==> src/trace_qual_defines.vh <==
// Constants for the bus trace qualifier: trace modes and sizes.
// Assumes inclusion by bare name from the design files.
`ifndef TRACE_QUAL_DEFINES_VH
`define TRACE_QUAL_DEFINES_VH

// ----------------------------------------
// Trace modes of the active event group
// ----------------------------------------
`define MODE_ALL 2'h0
`define MODE_QUAL 2'h1
`define MODE_TOGGLE 2'h2

// ----------------------------------------
// Default sizes
// ----------------------------------------
`define CYCLE_W 40
`define FIFO_DEPTH 32
`define FIFO_AW 5
`define TRACE_DEPTH 1024
`define TRACE_AW 10

`endif

==> src/trace_fifo.v <==
// FIFO of bus cycle words between the qualifier and trace memory.
// Assumes one clock; synchronous active-high reset.
`timescale 1ns/1ps
module trace_fifo #(
	parameter WIDTH = 40,
	parameter DEPTH = 32,
	parameter AW = 5
) (
	// Clock and reset
	input wire clk,
	input wire rst,
	// Fill side
	input wire in_valid,
	output wire in_ready,
	input wire [WIDTH-1:0] in_data,
	// Drain side
	output wire out_valid,
	input wire out_ready,
	output wire [WIDTH-1:0] out_data
);
	reg [WIDTH-1:0] mem_r [0:DEPTH-1];
	reg [AW-1:0] wr_r;
	reg [AW-1:0] rd_r;
	reg [AW:0] cnt_r;
	wire push;
	wire pop;

	assign in_ready = (cnt_r != DEPTH[AW:0]);
	assign out_valid = (cnt_r != {(AW+1){1'b0}});
	assign out_data = mem_r[rd_r];
	assign push = in_valid & in_ready;
	assign pop = out_valid & out_ready;

	always @(posedge clk) begin
		if (push)
			mem_r[wr_r] <= in_data;
	end

	always @(posedge clk) begin
		if (rst) begin
			wr_r <= {AW{1'b0}};
			rd_r <= {AW{1'b0}};
			cnt_r <= {(AW+1){1'b0}};
		end else begin
			if (push)
				wr_r <= (wr_r == DEPTH[AW-1:0] - 1'b1) ? {AW{1'b0}} :
					wr_r + 1'b1;
			if (pop)
				rd_r <= (rd_r == DEPTH[AW-1:0] - 1'b1) ? {AW{1'b0}} :
					rd_r + 1'b1;
			if (push & ~pop)
				cnt_r <= cnt_r + 1'b1;
			else if (pop & ~push)
				cnt_r <= cnt_r - 1'b1;
		end
	end
endmodule // trace_fifo

==> src/trace_mem_writer.v <==
// Writes drained FIFO words into trace memory, one entry each.
// Assumes trace memory accepts a write on every cycle that mem_we is high.
`timescale 1ns/1ps
module trace_mem_writer #(
	parameter WIDTH = 40,
	parameter AW = 10
) (
	// Clock and reset
	input wire clk,
	input wire rst,
	// From FIFO
	input wire in_valid,
	output wire in_ready,
	input wire [WIDTH-1:0] in_data,
	// Memory stall
	input wire mem_busy,
	// Trace memory write port
	output reg mem_we,
	output reg [AW-1:0] mem_addr,
	output reg [WIDTH-1:0] mem_data,
	output reg [AW-1:0] wr_ptr
);
	assign in_ready = ~mem_busy;

	always @(posedge clk) begin
		if (rst) begin
			mem_we <= 1'b0;
			mem_addr <= {AW{1'b0}};
			mem_data <= {WIDTH{1'b0}};
			wr_ptr <= {AW{1'b0}};
		end else begin
			mem_we <= in_valid & ~mem_busy;
			if (in_valid & ~mem_busy) begin
				mem_addr <= wr_ptr; // [RL8]
				mem_data <= in_data;
				wr_ptr <= wr_ptr + 1'b1; // [RL8]
			end
		end
	end
endmodule // trace_mem_writer

==> src/bus_trace_qualifier.v <==
// Bus trace qualifier: chooses which target bus cycles go to trace memory.
// Assumes one strobe per completed target bus cycle, synchronous to clk.
//
// What the document requires of this block
// RL1: Cycle meeting a qualify statement's conditions is written into trace. Code drops it on a restart edge or when the FIFO is full.
// RL2: With neither qualify nor toggle armed, every bus cycle is recorded. Code loses a cycle on a restart edge or when the FIFO is full.
// RL3: With qualify armed, only qualified cycles are recorded, others dropped. Code ignores qualify and loads the toggle state when toggle is also armed.
// RL4: With toggle armed, trace starts off; on after toggle until next.
// RL5: Group change sets trace state from the new group only.
// RL6: Run start sets initial trace state from the armed actions.
// RL7: Each toggle event inverts the trace-enable state.
// RL8: Each recorded cycle takes one entry; write pointer advances by one.
`timescale 1ns/1ps
`include "trace_qual_defines.vh"
module bus_trace_qualifier #(
	parameter WIDTH = `CYCLE_W,
	parameter DEPTH = `FIFO_DEPTH,
	parameter FAW = `FIFO_AW,
	parameter TAW = `TRACE_AW
) (
	// Clock and reset
	input wire clk,
	input wire rst,
	// Run control and event group
	input wire run_start,
	input wire group_change,
	input wire trace_qualify_action,
	input wire trace_toggle_action,
	// Event monitor results for this bus cycle
	input wire qualify_hit,
	input wire toggle_hit,
	// Target bus cycle
	input wire cycle_valid,
	input wire [WIDTH-1:0] cycle_data,
	// Trace memory
	input wire mem_busy,
	output wire mem_we,
	output wire [TAW-1:0] mem_addr,
	output wire [WIDTH-1:0] mem_data,
	output wire [TAW-1:0] trace_wr_ptr,
	// Status
	output reg trace_on_r,
	output reg cycle_dropped_r,
	output reg [1:0] mode_r
);
	// ----------------------------------------
	// Trace states
	// ----------------------------------------
	// One flop per state: the record decision is one gate per state,
	// and a stray code falls back to the safe choice of tracing all.
	localparam [3:0] ST_ALL = 4'h1;
	localparam [3:0] ST_QUAL = 4'h2;
	localparam [3:0] ST_TOFF = 4'h4;
	localparam [3:0] ST_TON = 4'h8;

	reg [3:0] state_r;
	reg [3:0] state_nxt;
	reg [3:0] load_state;
	reg [1:0] mode_nxt;
	reg trace_on_nxt;
	reg record;
	reg drop_nxt;
	wire restart;
	wire cycle_seen;
	wire qualify_seen;
	wire toggle_seen;
	wire fifo_ready;

	// ----------------------------------------
	// Bus cycle decode
	// ----------------------------------------
	// Run entry and group change act alike: both reload the state
	assign restart = run_start | group_change; // [RL5] [RL6]
	// A cycle on a restart edge belongs to neither group and is lost
	assign cycle_seen = cycle_valid & ~restart;
	assign qualify_seen = cycle_seen & qualify_hit; // [RL1]
	assign toggle_seen = cycle_seen & toggle_hit; // [RL7]

	// ----------------------------------------
	// State loaded at run start or group change
	// ----------------------------------------
	// Toggle has priority if both are armed: the statement set is
	// ill-formed then, and toggle is the stricter of the two.
	always @* begin
		if (trace_toggle_action) begin
			load_state = ST_TOFF; // [RL4] [RL6]
		end else if (trace_qualify_action) begin
			load_state = ST_QUAL; // [RL3] [RL6]
		end else begin
			load_state = ST_ALL; // [RL2] [RL6]
		end
	end

	// ----------------------------------------
	// Next state
	// ----------------------------------------
	// Old group's toggle state is discarded entirely on a restart
	always @* begin
		state_nxt = state_r;
		if (restart) begin
			state_nxt = load_state; // [RL5]
		end else begin
			case (state_r)
			ST_ALL: begin
				state_nxt = ST_ALL;
			end
			ST_QUAL: begin
				state_nxt = ST_QUAL;
			end
			ST_TOFF: begin
				if (toggle_seen) begin
					state_nxt = ST_TON; // [RL7]
				end
			end
			ST_TON: begin
				if (toggle_seen) begin
					state_nxt = ST_TOFF; // [RL7]
				end
			end
			default: begin
				state_nxt = ST_ALL;
			end
			endcase
		end
	end

	// ----------------------------------------
	// Record decision
	// ----------------------------------------
	always @* begin
		record = 1'b0;
		case (state_r)
		ST_ALL: begin
			record = cycle_seen; // [RL2]
		end
		ST_QUAL: begin
			record = qualify_seen; // [RL1] [RL3]
		end
		ST_TOFF: begin
			// The cycle that turns trace on is itself traced
			record = toggle_seen; // [RL4]
		end
		ST_TON: begin
			// The cycle that turns trace off is not
			record = cycle_seen & ~toggle_hit; // [RL4]
		end
		default: begin
			record = 1'b0;
		end
		endcase
	end

	// ----------------------------------------
	// Status decode
	// ----------------------------------------
	// Decoded from the next state so the status flops change on the
	// same edge as the state flops.
	always @* begin
		case (state_nxt)
		ST_ALL: begin
			mode_nxt = `MODE_ALL;
		end
		ST_QUAL: begin
			mode_nxt = `MODE_QUAL;
		end
		ST_TOFF: begin
			mode_nxt = `MODE_TOGGLE;
		end
		ST_TON: begin
			mode_nxt = `MODE_TOGGLE;
		end
		default: begin
			mode_nxt = `MODE_ALL;
		end
		endcase
	end

	always @* begin
		case (state_nxt)
		ST_ALL: begin
			trace_on_nxt = 1'b0;
		end
		ST_QUAL: begin
			trace_on_nxt = 1'b0;
		end
		ST_TOFF: begin
			trace_on_nxt = 1'b0;
		end
		ST_TON: begin
			trace_on_nxt = 1'b1; // [RL4]
		end
		default: begin
			trace_on_nxt = 1'b0;
		end
		endcase
	end

	// Full FIFO loses the cycle: the target bus cannot be stalled
	always @* begin
		if (record & ~fifo_ready) begin
			drop_nxt = 1'b1;
		end else begin
			drop_nxt = 1'b0;
		end
	end

	// ----------------------------------------
	// State and status flops
	// ----------------------------------------
	always @(posedge clk) begin
		if (rst) begin
			state_r <= ST_ALL;
			mode_r <= `MODE_ALL;
			trace_on_r <= 1'b0;
			cycle_dropped_r <= 1'b0;
		end else begin
			state_r <= state_nxt; // [RL5] [RL7]
			mode_r <= mode_nxt; // [RL6]
			trace_on_r <= trace_on_nxt; // [RL7]
			cycle_dropped_r <= drop_nxt;
		end
	end

	// ----------------------------------------
	// Buffer and trace memory write
	// ----------------------------------------
	wire fv;
	wire fr;
	wire [WIDTH-1:0] fd;

	trace_fifo #(
		.WIDTH(WIDTH),
		.DEPTH(DEPTH),
		.AW(FAW)
	) u_fifo (
		.clk(clk),
		.rst(rst),
		.in_valid(record),
		.in_ready(fifo_ready),
		.in_data(cycle_data),
		.out_valid(fv),
		.out_ready(fr),
		.out_data(fd)
	);

	trace_mem_writer #(
		.WIDTH(WIDTH),
		.AW(TAW)
	) u_writer (
		.clk(clk),
		.rst(rst),
		.in_valid(fv),
		.in_ready(fr),
		.in_data(fd),
		.mem_busy(mem_busy),
		.mem_we(mem_we),
		.mem_addr(mem_addr),
		.mem_data(mem_data),
		.wr_ptr(trace_wr_ptr)
	);
endmodule // bus_trace_qualifier

==> config.mk <==
export PLATFORM = sky130hd
export DESIGN_NAME = bus_trace_qualifier
export DESIGN_NICKNAME = d
export VERILOG_FILES = /design/src/trace_fifo.v /design/src/trace_mem_writer.v /design/src/bus_trace_qualifier.v
export VERILOG_INCLUDE_DIRS = /design/src
export SDC_FILE = /design/constraint.sdc
export NUM_CORES = 2
export LEC_CHECK = 0
export BUFFER_PORTS_ARGS = -buffer_cell sky130_fd_sc_hd__buf_2
export CAP_MARGIN = 5
export CORE_AREA = 3 3 309 311
export DETAILED_ROUTE_END_ITERATION = 6
export DIE_AREA = 0 0 312 314
export PLACE_DENSITY = 0.75
export SLEW_MARGIN = 20
export SYNTH_ARGS = -nofsm -noshare
export SYNTH_HDL_FRONTEND = slang
export SYNTH_SLANG_ARGS = --single-unit
==> constraint.sdc <==
create_clock -name clk -period 3.2 [get_ports clk]
set_clock_uncertainty 0.05 [all_clocks]
set_input_delay 0.48 -clock clk [delete_from_list [all_inputs] [get_ports clk]]
set_output_delay 0.48 -clock clk [all_outputs]
set_load 0.01 [all_outputs]
# Word-level counts from Yosys, hierarchy flattened

Memory sizes are Yosys's and may differ from the RTL's. A register that Yosys moved wholly into a read port is not among the register bits.
Index checks and enable logic that the tools add are counted.

Word-level logic and storage cells: 61
Memories kept: 1
Bits of input ports: 50
Register bits after elaboration: 45
Bits in writable memories: 1280
Output and inout bits: 65

Memories:

| name         | depth | bits a word | read ports | clocked after Yosys merged registers in | wr ports | RTL line        | text |
|---|---|---|---|---|---|---|---|
| u_fifo.mem_r | 32    | 40          | 1          | 1                                       | 1        | trace_fifo.v:21 | `reg [WIDTH-1:0] mem_r [0:DEPTH-1];` |

Reductions and logical operators: 3
Bitwise logic cells: 16
Equal/unequal tests: 10
Add/sub/neg operators: 5
Multiplexer cells: 16

Operator list:

| operator                | count |
|---|---|
| $mux W4                 | 3 |
| $mux W6                 | 2 |
| $pmux W4 S3             | 1 |
| $add A10 B1 Y10 const B | 1 |
| $add A5 B1 Y5 const B   | 2 |
| $eq A5 B5 Y1 const B    | 2 |
| $mux W5                 | 2 |
| $and A1 B1 Y1           | 9 |
| $eq A4 B2 Y1 const B    | 2 |
| $eq A4 B3 Y1 const B    | 2 |
| $eq A4 B4 Y1 const B    | 2 |
| $add A6 B1 Y6 const B   | 1 |
| $ne A6 B6 Y1 const B    | 1 |
| $not A1 Y1              | 6 |
| $reduce_bool A6 Y1      | 1 |
| $sub A6 B1 Y6 const B   | 1 |
| $eq A4 B1 Y1 const B    | 1 |
| $mux W1                 | 4 |
| $pmux W1 S4             | 1 |
| $pmux W2 S2             | 1 |
| $mux W3                 | 1 |
| $mux W2                 | 1 |
| $reduce_bool A2 Y1      | 1 |
| $reduce_or A2 Y1        | 1 |
| $or A1 B1 Y1            | 1 |

# Logic depth before layout (Yosys ltp)

Depth after elaboration: 10
Depth in mapped cells: 12
Gate-level depth less buffers: 11

# Modules after synthesis

Synthesis repeated with hierarchy kept, for this count alone.

Cells, all modules: 2840
Area total of the unflattened synthesis: 52970.8 µm²

By module, submodules not included:

| module              | instances | sequential area each (µm²) | cells each | area each (µm²) |
|---|---|---|---|---|
| trace_fifo          | 1         | 38857.3                    | 2525       | 50369.6 |
| trace_mem_writer    | 1         | 1221.2                     | 274        | 2234.6 |
| bus_trace_qualifier | 1         | 160.2                      | 41         | 366.6 |

# Worst setup path after synthesis

OpenSTA, ideal clock, no wires.

Path type: input port to flip-flop
Start: input port group_change
End: register u_fifo.cnt_r[5]
Data arrival time: 3.100 ns
Data required time: 3.022 ns
Path buffers: 1
Cell stages on the path: 12
Setup time: 0.128 ns
Slack: -0.078 ns
Path through: nor2_1 nand2_1 a221oi_2 clkbuf_1 ha_1 inv_1 ha_1 or4_1 a311o_1 o311ai_0 xnor2_1 nor2_1

Word-level cells in the longest chain between the ends: 9
Elaborated cells on any way between the ends: 13

RTL lines:

| what                             | RTL line                                                                      | text |
|---|---|---|
| start: declaration               | bus_trace_qualifier.v:26                                                      | `input wire group_change,` |
| $or A1 B1 Y1 (*)                 | bus_trace_qualifier.v:73                                                      | `assign restart = run_start \| group_change;` |
| $not A1 Y1 (*)                   | bus_trace_qualifier.v:75                                                      | `assign cycle_seen = cycle_valid & ~restart;` |
| $and A1 B1 Y1 (*)                | bus_trace_qualifier.v:75                                                      |  |
| $and A1 B1 Y1 (on tied branches) | bus_trace_qualifier.v:145, bus_trace_qualifier.v:76, bus_trace_qualifier.v:77 |  |
| $pmux W1 S4 (*)                  | bus_trace_qualifier.v:132                                                     | `case (state_r)` |
| $and A1 B1 Y1 (*)                | trace_fifo.v:31                                                               | `assign push = in_valid & in_ready;` |
| net u_fifo.push                  | trace_fifo.v:25                                                               | `wire push;` |
| $not A1 Y1                       | trace_fifo.v:53                                                               | `else if (pop & ~push)` |
| $and A1 B1 Y1                    | trace_fifo.v:53                                                               |  |
| $reduce_bool A2 Y1 (no line)     | --                                                                            |  |
| end signal: assignment           | trace_fifo.v:43                                                               | `cnt_r <= {(AW+1){1'b0}};` |
| end signal: assignment           | trace_fifo.v:52                                                               | `cnt_r <= cnt_r + 1'b1;` |
| end signal: assignment           | trace_fifo.v:54                                                               | `cnt_r <= cnt_r - 1'b1;` |
| end: declaration                 | trace_fifo.v:24                                                               | `reg [AW:0] cnt_r;` |

The timed path passes the listed nets; every way through them passes the cells marked *.
A chain may end at the register's enable or synchronous reset.

# Final worst setup path

Start: register u_fifo.cnt_r[1]
End: register u_fifo.cnt_r[5]

Word-level cells in the longest chain between the ends: 5
Elaborated cells on any way between the ends: 13

RTL lines:

| what |
|---|
| parallel branches: the longest is 5 deep, another holds $sub A6 B1 Y6 |

Parallel ways; which one is timed is not known. The select of a mux whose other input is x is not followed.

==> out/results.ini <==
[run_status]
status=finished, final reports clean

[grt]
track_usage_pct=25.4
grt_pass1_vias=27400
grt_max_degree=78
grt_pass1_wl_um=182000
antenna_found_initial=1
grt.overflow.total=0

[timing]
hold_violations=0
slew_headroom_pct=34.6
fin_ws_ns=0.122
setup_viol=0
fmax_mhz=325
worst_pin_slew_ns=0.981
post-route-period-util_pct=96.2
maxSlewViolCount=0
finalCriticalPeriod_ns=3.08
tns_ns=0

[power_and_ir_drop]
finalPower_mw=41.1
p_per_area_mw_per_mm2=691
pwr-share-seq_pct=49.0
switchingPower_mw=9.74
clkPwrFrac_pct=38.3
comb_power_share_pct=12.7
p_int_mw=31.3
p_leak_nw=18.4
peakVddDrop_mv=0.393
swShare_pct=23.7

[floorplan]
fp.coreArea_mm2=0.0930
rows=112
die-area_mm2=0.0980
io_pins=115
die_x_um=312
start_util_pct=55.8
dieHeight_um=314

[place]
dp_cells=3815
dp_hpwl_um=66300
gp_congestion=0.794
dpl_cell_area_mm2=0.0550
pre_cts_slack_ns=-0.0827
portBuffers=114

[detailed_routing]
first_pass_iters=5
routed_wl_um=122000
drc=0
vias=26400
ant_nets=0
vias_per_cell=6.49
drt_iter0_drc=3221
wl_per_cell_um=30.1

[logic_synthesis]
yosysSeqAreaShare_pct=77.3
yosysUniqueCellTypes=54
syn_nets=2542
synth_enable_flop_cells=1280
synth_top_cell_by_area=edfxtp_1
synth_ff_type=edfxtp_1
syn_inst=2478
synth_top_area_share_pct=74.1
synth_warnings=0
ys_ff_latch=1365
async_flop_share_pct=0
syn_area_per_cell_um2=20.9
syn_area_mm2=0.0519
synth_area_leaders=edfxtp_1 74%, mux4_2 12%, dfxtp_1 3.3%, mux2i_1 1.6%, o22ai_1 0.96%

[worst_setup_path]
end_kind=register
arrival_ns=3.65
max_stage_delay_ns=0.56
critPathLaunchType=register
cp_slowest_cell=or4_4
critPathRequiredTime_ns=3.77
path_cells=or4_4 > o31a_1 > inv_2 > ha_2 > inv_1 > buf_4 > ha_1 > or4_1 > a311o_1 > o311ai_0 > xnor2_1 > nor2_1
path_class=register to register
crit_fanout=4

[clocking]
root_buffer=clkbuf_16
clk_path_buf_depth=3
clk_pin_slew_ns=0.06
cts_tree=yes
insertion_delay_ns=0.74
htree_num_levels=4
cts_num_sinks=1365
cts_buffers=134

[finish]
antenna_cells=0
layout_commonest_cell=edfxtp_1
stdcell_area_mm2=0.0595
mostFrequentLayoutCells=1280 x edfxtp_1, 280 x mux4_2, 137 x clkbuf_16
final_cells=4066
area_growth_pct=14.5
fin_nets=2765
drive_gt1_share_pct=28.3

[job]
cap_viol_max_count=0

[worst_hold_path]
hold_class=input port to register

==> path summary, 6_finish.rpt <==
kind / startpoint / end / slack [ns] / cells after the start
worst max-delay path: u_fifo.cnt_r[1]$_SDFFE_PP0P_ / u_fifo.cnt_r[5]$_SDFFE_PP0P_ / 0.12 / 12
worst min-delay path: rst / mode_r[0]$_SDFF_PP0_ / 0.07 / 2
worst max register to register: u_fifo.cnt_r[1]$_SDFFE_PP0P_ / u_fifo.cnt_r[5]$_SDFFE_PP0P_ / 0.12 / 12
worst min register to register: u_writer.mem_addr[6]$_SDFFE_PP0P_ / u_writer.mem_addr[6]$_SDFFE_PP0P_ / 0.40 / 2
==> worst max-delay path: cells and delay by family, from the launching register on <==
kind | cells | cell delay (ns)
adders and majority gates | 2 | 0.41
AOI/OAI and AO/OA | 3 | 0.67
buffers and inverters | 3 | 0.29
and+or+nand+nor | 3 | 1.02
DFF | 1 | 0.35
xor gates and xnor gates | 1 | 0.17
==> timing repair <==
action | in CTS | in global routing
hold buffers | 2 | 0
endpoints found under the hold margin | 1 | 0
buffers inserted | 0 | 2
endpoints found under the setup margin | 0 | 3
resized for setup | 0 | 5
==> final cells by class <==
| type | count | area (um2) |
|---|---|---|
| well taps | 1254 | 1570 |
| clock inverters | 74 | 776 |
| multi-input cells | 953 | 11100 |
| flip-flops and latches | 1365 | 40200 |
| clock buffers | 173 | 3630 |
| inverters | 12 | 45.0 |
| fillers | 6008 | 33600 |
| repair buffers | 235 | 2170 |
==> registers in the layout, indices dropped and copies added (netlist names), 2 cells and up <==
signal and flops:
u_writer.mem_data 40, mode_r 2, u_fifo.cnt_r 6, u_writer.mem_addr 10, u_fifo.rd_r 5, u_writer.wr_ptr 10, u_fifo.mem_r 1280, state_r 4
u_fifo.wr_r 5
==> cell usage after synthesis (5+ instances only) <==
cell,instances
o22ai_1,80
clkbuf_1,72
ha_1,13
nor2b_1,5
inv_1,11
nor3b_1,5
nor2_1,25
a22oi_1,40
nand2b_1,41
xor2_1,6
mux2i_1,82
nand4_1,45
edfxtp_1,1280
mux4_2,280
o21ai_0,10
nor3_1,8
dfxtp_1,85
or3_1,41
nand2_1,82
o211ai_1,53
and3_1,38
o211ai_2,26
buf_1,6
a21oi_1,25
buf_4,15
buf_2,46
buf_6,5
xnor2_1,6
==> per-layer routing <==
metal / vias to the layer above / GRT usage, % / part of all wire [%]
met1: 13900 / 35.2 / 38
li1: 10800 / - / -
met5: - / 0 / 0
met3: 245 / 4.70 / 8.7
met2: 1440 / 40.9 / 50
met4: 0 / 9.64 / 3.2
==> kinds of logic (layout without fill, tap and decap cells) <==
| kind of cell | count (synthesis) | after routing | synth area share [%] |
|---|---|---|---|
| compound gates | 247 | 247 | 3.50 |
| simple gates | 315 | 315 | 3.36 |
| flops | 1365 | 1365 | 77.3 |
| fa+ha+maj | 14 | 14 | 0.352 |
| xor+xnor | 12 | 12 | 0.202 |
| mux | 365 | 365 | 13.8 |
| buf+inv | 160 | 494 | 1.46 |
==> power groups by stage <==
| stage | registers [mW] | clock network (mW) | logic (mW) |
|---|---|---|---|
| floorplan | 20.4 | 0 | 3.52 |
| global placement | 20.5 | 0 | 5.13 |
| detailed placement | 20.5 | 0 | 5.22 |
| CTS | 20.1 | 15.9 | 5.26 |
| global route | 20.2 | 16.6 | 5.63 |
| finish | 20.1 | 15.7 | 5.22 |
==> per-stage QoR <==
stage | hold slack, ns | utilization, %
global placement | 0.388 | 59.1
CTS | 0.0227 | 63.9
finish | 0.0749 | 63.9
global route | 0.0646 | 63.9
floorplan | 0.403 | -
detailed placement | 0.396 | 59.1
Note: power is estimated with default switching activity, not from simulation.
